==> src/hw/lbmd_defs.vh <==
`ifndef LBMD_DEFS_VH
`define LBMD_DEFS_VH

// Transfer type codes.
`define LBMD_TT_NORMAL_MAX   2'h2
`define LBMD_TT_IACK         2'h3

// Region bounds, inclusive.
`define LBMD_BOOT_LO         32'hFF80_0000
`define LBMD_BOOT_HI         32'hFFBF_FFFF
`define LBMD_BOOT_HALF_BIT   21
`define LBMD_ALIAS_HI        32'h003F_FFFF
`define LBMD_SRAM_LO         32'hFFE0_0000
`define LBMD_SRAM_HI         32'hFFEF_FFFF
`define LBMD_IO_LO           32'hFFF0_0000
`define LBMD_IO_HI           32'hFFFE_FFFF
`define LBMD_A16_LO          32'hFFFF_0000

// Local I/O registers of interest.
`define LBMD_BRIDGE_LO       32'hFFF4_0000
`define LBMD_BRIDGE_HI       32'hFFF4_01FF
`define LBMD_COMP_LO         32'hFFF4_2000
`define LBMD_COMP_HI         32'hFFF4_2FFF
`define LBMD_ADDR_BRG_GPI    32'hFFF4_0088
`define LBMD_ADDR_BRG_PRESC  32'hFFF4_0064
`define LBMD_ADDR_COMP_GPI   32'hFFF4_202C
`define LBMD_ADDR_COMP_ABORT 32'hFFF4_2043
`define LBMD_ADDR_COMP_RST   32'hFFF4_2044
`define LBMD_ADDR_COMP_PRESC 32'hFFF4_204C
`define LBMD_GPI_LSB         16
`define LBMD_ABORT_LSB       0

// Bus timer choices, in microseconds, and the clock rate in MHz.
`define LBMD_TMO_8US         8
`define LBMD_TMO_64US        64
`define LBMD_TMO_256US       256
`define LBMD_CLK_MHZ         200

`endif

==> src/hw/lbmd_bus_timer.v <==
`timescale 1ns/1ps
module lbmd_bus_timer #(
  parameter CW = 16
) (
  input  wire          clk,
  input  wire          arst_n,
  input  wire          run,
  input  wire [CW-1:0] limit,
  output reg           expired_r
);
  reg [CW-1:0] count_r;

  always @(posedge clk or negedge arst_n) begin
    if (!arst_n) begin
      count_r   <= {CW{1'b0}};
      expired_r <= 1'b0;
    end else if (!run) begin
      count_r   <= {CW{1'b0}};
      expired_r <= 1'b0;
    end else begin
      count_r   <= count_r + {{(CW-1){1'b0}}, 1'b1};
      expired_r <= (count_r == limit);
    end
  end
endmodule // lbmd_bus_timer

==> src/hw/lbmd_decoder.v <==
`timescale 1ns/1ps
`include "lbmd_defs.vh"
module lbmd_decoder #(
  parameter [31:0] MAIN_MEMORY_EXTENT = 32'h0400_0000,
  parameter [31:0] XLATE_BASE         = 32'h0000_0000
) (
  input  wire        clk,
  input  wire        arst_n,
  input  wire        cycle_start,
  input  wire [31:0] addr,
  input  wire [1:0]  transfer_type_code,
  input  wire        cycle_end,
  input  wire        sys_bus_enable,
  input  wire        bridge_present,
  input  wire        bridge_boot_decode_en,
  input  wire        bus_timer_enable,
  input  wire [1:0]  bus_timer_sel,
  input  wire        clear_boot_alias,
  input  wire        flash_wp_ctl,
  input  wire        flash_half_ctl,
  input  wire        boot_config_ctl,
  input  wire        supply_status_input,
  input  wire [7:0]  general_input_pins,
  input  wire        abort_switch,
  input  wire        abort_int_enable,
  input  wire [31:0] reset_wdog_bits,
  input  wire        sys_in_valid,
  input  wire [31:0] sys_in_addr,
  output reg         flash_write_protect_out,
  output reg         flash_half_select_out,
  output reg         boot_config_select_out,
  output reg         supply_status_r,
  output reg         boot_alias_bit,
  output reg         sel_main_mem_r,
  output reg         sel_sys_bus_r,
  output reg         sel_boot_r,
  output reg         sel_sram_r,
  output reg         sel_local_io_r,
  output reg         sel_iack_r,
  output reg         sel_bridge_prescaler_r,
  output reg         dup_logic_enable_r,
  output reg         abort_irq_r,
  output reg  [31:0] comp_read_data_r,
  output reg         ack_none_r,
  output reg         transfer_error_r,
  output reg         sys_in_valid_r,
  output reg  [31:0] sys_in_local_addr_r,
  output reg  [21:0] boot_dev_addr_r
);
  localparam [1:0] ST_IDLE = 2'h0;
  localparam [1:0] ST_WAIT = 2'h1;
  localparam [1:0] ST_TERM = 2'h2;
  localparam integer TMO8   = `LBMD_TMO_8US * `LBMD_CLK_MHZ;
  localparam integer TMO64  = `LBMD_TMO_64US * `LBMD_CLK_MHZ;
  localparam integer TMO256 = `LBMD_TMO_256US * `LBMD_CLK_MHZ;

  reg  [1:0]  state_r;
  reg  [1:0]  state_nxt;
  reg         undecoded_r;
  reg  [15:0] tmo_limit;
  reg         hit_main;
  reg         hit_sys;
  reg         hit_boot;
  reg         hit_sram;
  reg         hit_io;
  reg         hit_undec;
  reg  [31:0] rd_nxt;
  wire        expired;
  wire        normal_type;
  wire        iack_type;
  wire        in_io;

  assign normal_type = (transfer_type_code <= `LBMD_TT_NORMAL_MAX);
  assign iack_type   = (transfer_type_code == `LBMD_TT_IACK);
  assign in_io       = (addr >= `LBMD_IO_LO) && (addr <= `LBMD_IO_HI);

  // Priority order keeps regions exclusive even while the alias overlaps
  // main memory near address zero.
  always @* begin
    hit_main  = 1'b0;
    hit_sys   = 1'b0;
    hit_boot  = 1'b0;
    hit_sram  = 1'b0;
    hit_io    = 1'b0;
    hit_undec = 1'b0;
    if (normal_type) begin
      if (boot_alias_bit && addr <= `LBMD_ALIAS_HI)
        hit_boot = 1'b1;
      else if (addr < MAIN_MEMORY_EXTENT)
        hit_main = 1'b1;
      else if (addr < `LBMD_BOOT_LO)
        hit_sys = 1'b1;
      else if (addr <= `LBMD_BOOT_HI)
        hit_boot = 1'b1;
      else if (addr >= `LBMD_SRAM_LO && addr <= `LBMD_SRAM_HI)
        hit_sram = 1'b1;
      else if (in_io)
        hit_io = 1'b1;
      else if (addr >= `LBMD_A16_LO)
        hit_sys = 1'b1;
      else
        hit_undec = 1'b1;
    end
  end

  always @* begin
    case (bus_timer_sel)
      2'h0:    tmo_limit = TMO8[15:0];
      2'h1:    tmo_limit = TMO64[15:0];
      2'h2:    tmo_limit = TMO256[15:0];
      default: tmo_limit = 16'hFFFF;
    endcase
  end

  // The infinite setting simply never runs the timer.
  lbmd_bus_timer #(
    .CW (16)
  ) u_timer (
    .clk       (clk),
    .arst_n    (arst_n),
    .run       (state_r == ST_WAIT && undecoded_r && bus_timer_enable &&
                bus_timer_sel != 2'h3),
    .limit     (tmo_limit),
    .expired_r (expired)
  );

  always @* begin
    state_nxt = state_r;
    case (state_r)
      ST_IDLE: begin
        if (cycle_start)
          state_nxt = ST_WAIT;
      end
      ST_WAIT: begin
        if (expired)
          state_nxt = ST_TERM;
        else if (cycle_end)
          state_nxt = ST_IDLE;
      end
      ST_TERM: state_nxt = ST_IDLE;
      default: state_nxt = ST_IDLE;
    endcase
  end

  always @* begin
    rd_nxt = 32'h0000_0000;
    if (addr == `LBMD_ADDR_COMP_GPI)
      rd_nxt[`LBMD_GPI_LSB +: 8] = general_input_pins;
    // Abort control; any byte of its word selects it.
    else if ({addr[31:2], 2'h3} == `LBMD_ADDR_COMP_ABORT)
      rd_nxt[`LBMD_ABORT_LSB +: 2] = {abort_int_enable, abort_switch};
    else if (addr == `LBMD_ADDR_COMP_RST)
      rd_nxt = reset_wdog_bits;
    else if (addr == `LBMD_ADDR_BRG_GPI)
      rd_nxt = 32'h0000_0000;
  end

  always @(posedge clk or negedge arst_n) begin
    if (!arst_n) begin
      state_r                 <= ST_IDLE;
      undecoded_r             <= 1'b0;
      flash_write_protect_out <= 1'b0;
      flash_half_select_out   <= 1'b0;
      boot_config_select_out  <= 1'b0;
      supply_status_r         <= 1'b0;
      boot_alias_bit          <= 1'b1;
      sel_main_mem_r          <= 1'b0;
      sel_sys_bus_r           <= 1'b0;
      sel_boot_r              <= 1'b0;
      sel_sram_r              <= 1'b0;
      sel_local_io_r          <= 1'b0;
      sel_iack_r              <= 1'b0;
      sel_bridge_prescaler_r  <= 1'b0;
      dup_logic_enable_r      <= 1'b0;
      abort_irq_r             <= 1'b0;
      comp_read_data_r        <= 32'h0000_0000;
      ack_none_r              <= 1'b0;
      transfer_error_r        <= 1'b0;
      sys_in_valid_r          <= 1'b0;
      sys_in_local_addr_r     <= 32'h0000_0000;
      boot_dev_addr_r         <= 22'h00_0000;
    end else begin
      state_r <= state_nxt;
      flash_write_protect_out <= flash_wp_ctl;
      boot_config_select_out  <= boot_config_ctl;
      // Half select in shared mode only.
      flash_half_select_out   <= boot_config_ctl ? 1'b0 : flash_half_ctl;
      supply_status_r         <= supply_status_input;
      if (clear_boot_alias)
        boot_alias_bit <= 1'b0;
      dup_logic_enable_r <= ~bridge_present;
      abort_irq_r        <= abort_switch & abort_int_enable;
      transfer_error_r   <= (state_nxt == ST_TERM);
      if (cycle_start && state_r == ST_IDLE) begin
        sel_main_mem_r   <= hit_main;
        sel_sys_bus_r    <= hit_sys;
        sel_boot_r       <= hit_boot & ~bridge_boot_decode_en;
        sel_sram_r       <= hit_sram & ~bridge_boot_decode_en;
        sel_local_io_r   <= hit_io;
        sel_iack_r       <= iack_type;
        sel_bridge_prescaler_r <= normal_type && ~sys_bus_enable &&
                                  addr == `LBMD_ADDR_BRG_PRESC;
        undecoded_r      <= hit_undec;
        ack_none_r       <= hit_undec;
        comp_read_data_r <= rd_nxt;
        boot_dev_addr_r  <= {(boot_config_ctl ? addr[21] : flash_half_ctl),
                             addr[20:0]};
      end else if (state_nxt == ST_IDLE) begin
        sel_main_mem_r         <= 1'b0;
        sel_sys_bus_r          <= 1'b0;
        sel_boot_r             <= 1'b0;
        sel_sram_r             <= 1'b0;
        sel_local_io_r         <= 1'b0;
        sel_iack_r             <= 1'b0;
        sel_bridge_prescaler_r <= 1'b0;
        undecoded_r            <= 1'b0;
        ack_none_r             <= 1'b0;
      end
      sys_in_valid_r <= sys_in_valid;
      sys_in_local_addr_r <= sys_in_addr + XLATE_BASE;
    end
  end
endmodule // lbmd_decoder

==> config.mk <==
export PLATFORM = sky130hd
export DESIGN_NAME = lbmd_decoder
export DESIGN_NICKNAME = d
export VERILOG_FILES = /design/src/hw/lbmd_bus_timer.v /design/src/hw/lbmd_decoder.v
export VERILOG_INCLUDE_DIRS = /design/src /design/src/hw
export SDC_FILE = /design/constraint.sdc
export NUM_CORES = 1
export LEC_CHECK = 0
export ABC_CLOCK_PERIOD_IN_PS = 3000
export BUFFER_PORTS_ARGS = -buffer_cell sky130_fd_sc_hd__buf_4
export CAP_MARGIN = 10
export CORE_UTILIZATION = 50
export DETAILED_ROUTE_END_ITERATION = 7
export GPL_TIMING_DRIVEN = 0
export PLACE_DENSITY = 0.91
export SLEW_MARGIN = 0
export SYNTH_ARGS = -nofsm -noshare
export SYNTH_HDL_FRONTEND = slang
export SYNTH_SLANG_ARGS = --single-unit
==> constraint.sdc <==
create_clock -name clk -period 3 [get_ports clk]
set_input_delay 0.6 -clock clk [delete_from_list [all_inputs] [get_ports clk]]
set_output_delay 0.6 -clock clk [all_outputs]
set_load 0.05 [all_outputs]
After elaboration in Yosys (flattened, before gate mapping):

Index checks and enable logic that the tools add are counted.

* register bits: 122
* bits of input ports: 124
* output and inout port bits: 103
* word-level logic and storage cells: 125

* add/sub/neg operators: 1
* magnitude comparators: 10
* equality and inequality tests: 11
* multiplexer cells: 61
* bitwise operators: 6
* reductions and logical operators: 13

Operator list (count)
* equality test 32 bit, second input constant: 3
* >= comparator 32 bit, second input constant: 3
* <= comparator 32 bit, second input constant: 3
* 2-to-1 mux 1 bit: 49
* case mux 16 bit (3 select lines): 1
* <= comparator 32 x 22 -> 1 bit, second input constant: 1
* < comparator 32 x 27 -> 1 bit, second input constant: 1
* < comparator 32 bit, second input constant: 1
* 2-to-1 mux 16 bit: 2
* 2-to-1 mux 32 bit: 1
* equality test 30 bit, second input constant: 1
* 2-to-1 mux 30 bit: 1
* adder 16 x 1 -> 16 bit, second input constant: 1
* equality test 16 bit: 1
* 2-to-1 mux 8 bit: 2
* logical AND 1 bit: 9
* 2-to-1 mux 2 bit: 4
* equality test 2 bit, second input constant: 3
* zero test 2 bit: 3
* equality test 2 x 1 -> 1 bit, second input constant: 2
* case mux 2 bit (2 select lines): 1
* AND 1 bit: 3
* inverter 1 bit: 3
* <= comparator 2 bit, second input constant: 1
* other kinds (2): 2

Longest topological paths before layout:

* depth in word-level cells: 10
* gate-level depth with buffers: 6
* depth with buffers taken out: 6

By module:

From an unflattened synthesis, not the netlist that was laid out.

* cells, all modules: 468
* area, all modules: 5053.6 um^2

By module, submodules not included
* lbmd_decoder: times used 1, cells an instance 372, area each 4035.1 um^2, sequential area each 2628.8 um^2
* lbmd_bus_timer: times used 1, cells an instance 96, area each 1018.5 um^2, sequential area each 425.4 um^2

Worst setup path before layout:

Ideal clock, no wire load.

* path kind: input to register
* start: in bus_timer_sel[0]
* end: reg u_timer.expired_r
* setup time: 105 ps
* data arrival time: 1785 ps
* data required time: 2895 ps
* slack: 1110 ps
* stages: 4
* path buffers: 0
* path through: ha_1 > or4_1 > o21a_1 > nor4b_1

* word-level cells in the longest chain between the ends: 4
* elaborated cells between the ends (all ways): 8
* classes of those cells: 4 x eq/ne; 2 x mux; 2 x reduce/logical

RTL lines
* start, declared: RTL line lbmd_decoder.v:17 `input wire [1:0] bus_timer_sel,`
* equality test 2 bit (tied with other cells): RTL line lbmd_decoder.v:107 `case (bus_timer_sel)`
* case mux 16 bit (3 select lines): RTL line lbmd_decoder.v:107
* equality test 16 bit: RTL line lbmd_bus_timer.v:22 `expired_r <= (count_r == limit);`
* 2-to-1 mux 1 bit *: RTL line lbmd_bus_timer.v:17 `end else if (!run) begin`
* end signal, assigned: RTL line lbmd_bus_timer.v:22
* end, declared: RTL line lbmd_bus_timer.v:9 `output reg expired_r`

Mark *: on every way between the ends. The rest lies on a longest branch, timed or not.
A chain may end at the register's enable or synchronous reset.

Worst setup path in the final report:

* start: reg state_r[1]
* end: reg sel_sram_r

* word-level cells in the longest chain between the ends: 5
* elaborated cells between the ends (all ways): 10
* classes of those cells: 1 x eq/ne; 5 x mux; 4 x reduce/logical

RTL lines
* start, declared: RTL line lbmd_decoder.v:57 `reg [1:0] state_r;`
* start signal, assigned: RTL line lbmd_decoder.v:183 `state_r <= state_nxt;`
* 2-to-1 mux 2 bit: RTL line lbmd_decoder.v:137 `else if (cycle_end)`
* 2-to-1 mux 2 bit: RTL line lbmd_decoder.v:135 `if (expired)`
* case mux 2 bit (2 select lines): RTL line lbmd_decoder.v:129 `case (state_r)`
* zero test 2 bit: RTL line lbmd_decoder.v:208 `end else if (state_nxt == ST_IDLE) begin`
* nonzero test 2 bit (no source line)
* end signal, assigned: RTL line lbmd_decoder.v:198 `sel_sram_r <= hit_sram & ~bridge_boot_decode_en;`
* end, declared: RTL line lbmd_decoder.v:37 `output reg sel_sram_r,`

Several ways; a longest one is shown, not always the timed one.

==> flow_summary_export.csv <==
group,metric,value,unit
cells_and_area,finalNetCount,782,
setup_path,cp.arrival,2.47,ns
clock_tree,clk_pin_slew,0.06,ns
floorplan,fp.dieH,99.85,um
cells_and_area,mostFrequentLayoutCells,"buf_4, dfrtp_1, nand2_1",
setup_path,crit_fanout,6,
logic_synthesis,synth_top_cell_area_share,63.25,%
power,p_clk_share,43.7,%
clock_tree,cts_tree,"yes",
floorplan,die_x,99.85,um
power,p_leak,3.595,nW
place,io_buffers,226,
logic_synthesis,synth-seq-cells,122,
cells_and_area,area_delta_synth_final,51.59,%
power,combinationalPowerShare,17.2,%
worst_hold_path,worstHoldPathType,"primary input to asynchronous set/reset pin",
setup_path,crit_path_end_kind,"flop",
cells_and_area,drive_gt1_share,43.99,%
setup_path,required,3.43,ns
drt,viasPerCell,5.156,
logic_synthesis,syn_avg_cell_area,11.76,um^2
setup_path,startpoint_type,"flop",
power,powerDensity,625.0,mW/mm^2
power,max-vdd-ir-drop,441.5,uV
global_routing,grt_pass1_wl,20.85,mm
place,pre_cts_ws,0.6802,ns
clock_tree,clock_latency,0.50,ns
floorplan,dieArea,0.009969,mm^2
logic_synthesis,netlist_instances,407,
power,finalPower,4.536,mW
floorplan,rows,35,
clock_tree,cts_resized,0,
logic_synthesis,ys_seq_area_share,63.80,%
timing,rsz0062_at_grt,"no",
place,gp_congestion,0.8185,
timing,finalSetupViolCount,0,
global_routing,grt_max_degree,72,
timing,drv_slew,0,
global_routing,antenna_found_initial,0,
setup_path,crit_chain,"or3b_1, clkbuf_1, a21oi_1, and4_1, a32o_1",
floorplan,initial_utilization,51.81,%
logic_synthesis,syn_nets,536,
clock_tree,h-tree-depth,4,
setup_path,critPathKind,"flop to flop",
timing,period_minus_slack,2.048,ns
status,outcome,"finished clean",
timing,tightest_slew,0.9788,ns
global_routing,groute.usage.overall,27.52,%
clock_tree,cts.sinks,122,
cells_and_area,final_common_cell,"buf_4",
timing,clock_skew,0.01178,ns
power,pwr-share-seq,39.2,%
logic_synthesis,synth_edf_count,0,
setup_path,worst-path-buf-inv,1,
logic_synthesis,ys.flop_type,"dfrtp_1",
global_routing,overflow,0,
timing,worst_hold_slack,0.04576,ns
timing,worst_slack,0.9517,ns
cells_and_area,fin_util,78.54,%
setup_path,path_delay_family,"simple AND/OR/NAND/NOR gates",
timing,timing.fmax,488.2,MHz
clock_tree,numCtsBuffers,17,
clock_tree,cts_setup_buffers,0,
power,intPower,3.225,mW
clock_tree,cts_hold_buf,0,
logic_synthesis,synth_top_cell_by_area,"dfrtp_1",
timing,fin_setup_tns,0,ns
timing,relSlewSlack,34.61,%
power,switching_share,28.89,%
floorplan,io_pins,227,
logic_synthesis,synth.cell_area,0.004787,mm^2
job,maxCapViolations,0,
cells_and_area,fill_cells,565,
drt,first_iter_violations,147,
logic_synthesis,synthTopCellsByArea,"dfrtp_1, mux2_2, nand2_1",
place,dp_hpwl,9.844,mm
timing,hold_viol_final,0,
logic_synthesis,yosys_warnings,0,
logic_synthesis,synthArstFlopShare,100.0,%
drt,num_vias,4099,
cells_and_area,diodes,0,
drt,wl_per_cell,16.29,um
floorplan,core,0.009240,mm^2
drt,wl,12.95,mm
setup_path,cpPeakStageDelay,0.48,ns
logic_synthesis,synth.distinct_cells,49,
drt,antenna_left,0,
clock_tree,cts_root_buf,"clkbuf_8",
drt,drc,0,
clock_tree,max-clock-path-buffers,2,
power,p_sw,1.310,mW
timing,period_share,68.28,%
global_routing,first_global_vias,4253,
drt,dr.pass1.iters,4,
setup_path,crit_slowest_cell,"a21oi_1",
path summary, 6_finish.rpt:
path / start / end / slack (ns) / cells past startpoint
worst min register to register: comp_read_data_r[3] / comp_read_data_r[3] / 0.48 / 2
worst min-delay path: arst_n / u_timer.count_r[15] / 0.05 / 1
worst max register to register: state_r[1] / sel_sram_r / 0.95 / 5
max in group asynchronous: arst_n / boot_alias_bit / 2.23 / 2
min in group clk: sys_in_addr[3] / sys_in_local_addr_r[3] / 0.21 / 1
worst max-delay path: state_r[1] / sel_sram_r / 0.95 / 5
power groups by stage:
| stage | Clock [mW] | Sequential, mW | Combinational (mW) |
|---|---|---|---|
| final | 1.98 | 1.78 | 0.779 |
| after global routing | 2.08 | 1.79 | 0.816 |
| after CTS | 2.00 | 1.78 | 0.785 |
| after detailed placement | 0 | 1.81 | 0.782 |
| after global placement | 0 | 1.80 | 0.763 |
| after floorplan | 0 | 2.12 | 0.112 |
per-stage QoR:
stage / area (um^2) / instances
2_1_floorplan: 4787 / 407
6_report: 7257 / 795
3_3_place_gp: 6645 / 762
3_5_place_dp: 6676 / 763
4_1_cts: 7257 / 795
5_1_grt: 7257 / 795
worst reg2reg max path, stage by stage (launching register included):
cell and delay [ns]:
dfrtp_1 0.42, or3b_1 0.40, clkbuf_1 0.20, a21oi_1 0.48
and4_1 0.31, a32o_1 0.17
layer usage:
layer | global-route usage, % | up-vias | routed length [um]
li1 | - | 1905 | -
met1 | 30.96 | 1995 | 4805
met2 | 50.13 | 185 | 6983
met3 | 7.869 | 14 | 1014
met4 | 9.050 | 0 | 150
met5 | 0 | - | 0
final cells by class:
cell class                 count  area (um^2)  area share (%)
buffer                        13        51.30          0.7069
clock buffer                  18        417.9           5.759
clock inverter                14        162.7           2.241
inverter                      37        138.9           1.914
multi-input combinational    235         1543           21.26
sequential                   122         3054           42.09
tap                          129        161.4           2.224
timing repair buffer         227         1728           23.81
cells in the mapped netlist, drive strengths merged, types with 2 or more instances:
cell	number
or4	3
buf	2
nor2	23
nand2	46
a32o	4
or3b	3
ha	5
xor2	4
a31oi	2
o31ai	2
o211ai	9
inv	37
xnor2	7
and4	3
nand4	17
and2	3
clkbuf	11
mux2	21
nand3	4
a21oi	8
or3	5
o21ai	31
nor4b	3
nor3	7
and3b	2
nor4	5
nor2b	5
dfrtp	121
kinds of logic after synthesis:
logic type / Yosys count / share of synthesized area (%)
mux: 22 / 5.149
fa+ha+maj: 5 / 1.307
simple gates: 136 / 16.02
xor+xnor: 11 / 2.012
flops: 122 / 63.80
compound gates: 61 / 7.737
buf+inv: 50 / 3.973
sequential cells by signal, summed over array words and instances (netlist names):
name and flops:
comp_read_data_r 32, sys_in_local_addr_r 32, boot_dev_addr_r 22, u_timer.count_r 16, state_r 2, abort_irq_r 1, boot_alias_bit 1, boot_config_select_out 1
dup_logic_enable_r 1, flash_half_select_out 1, flash_write_protect_out 1, sel_boot_r 1, sel_bridge_prescaler_r 1, sel_iack_r 1, sel_local_io_r 1, sel_main_mem_r 1
sel_sram_r 1, sel_sys_bus_r 1, supply_status_r 1, sys_in_valid_r 1, transfer_error_r 1, u_timer.expired_r 1, undecoded_r 1
No activity file was read; power rests on OpenSTA's default activity.
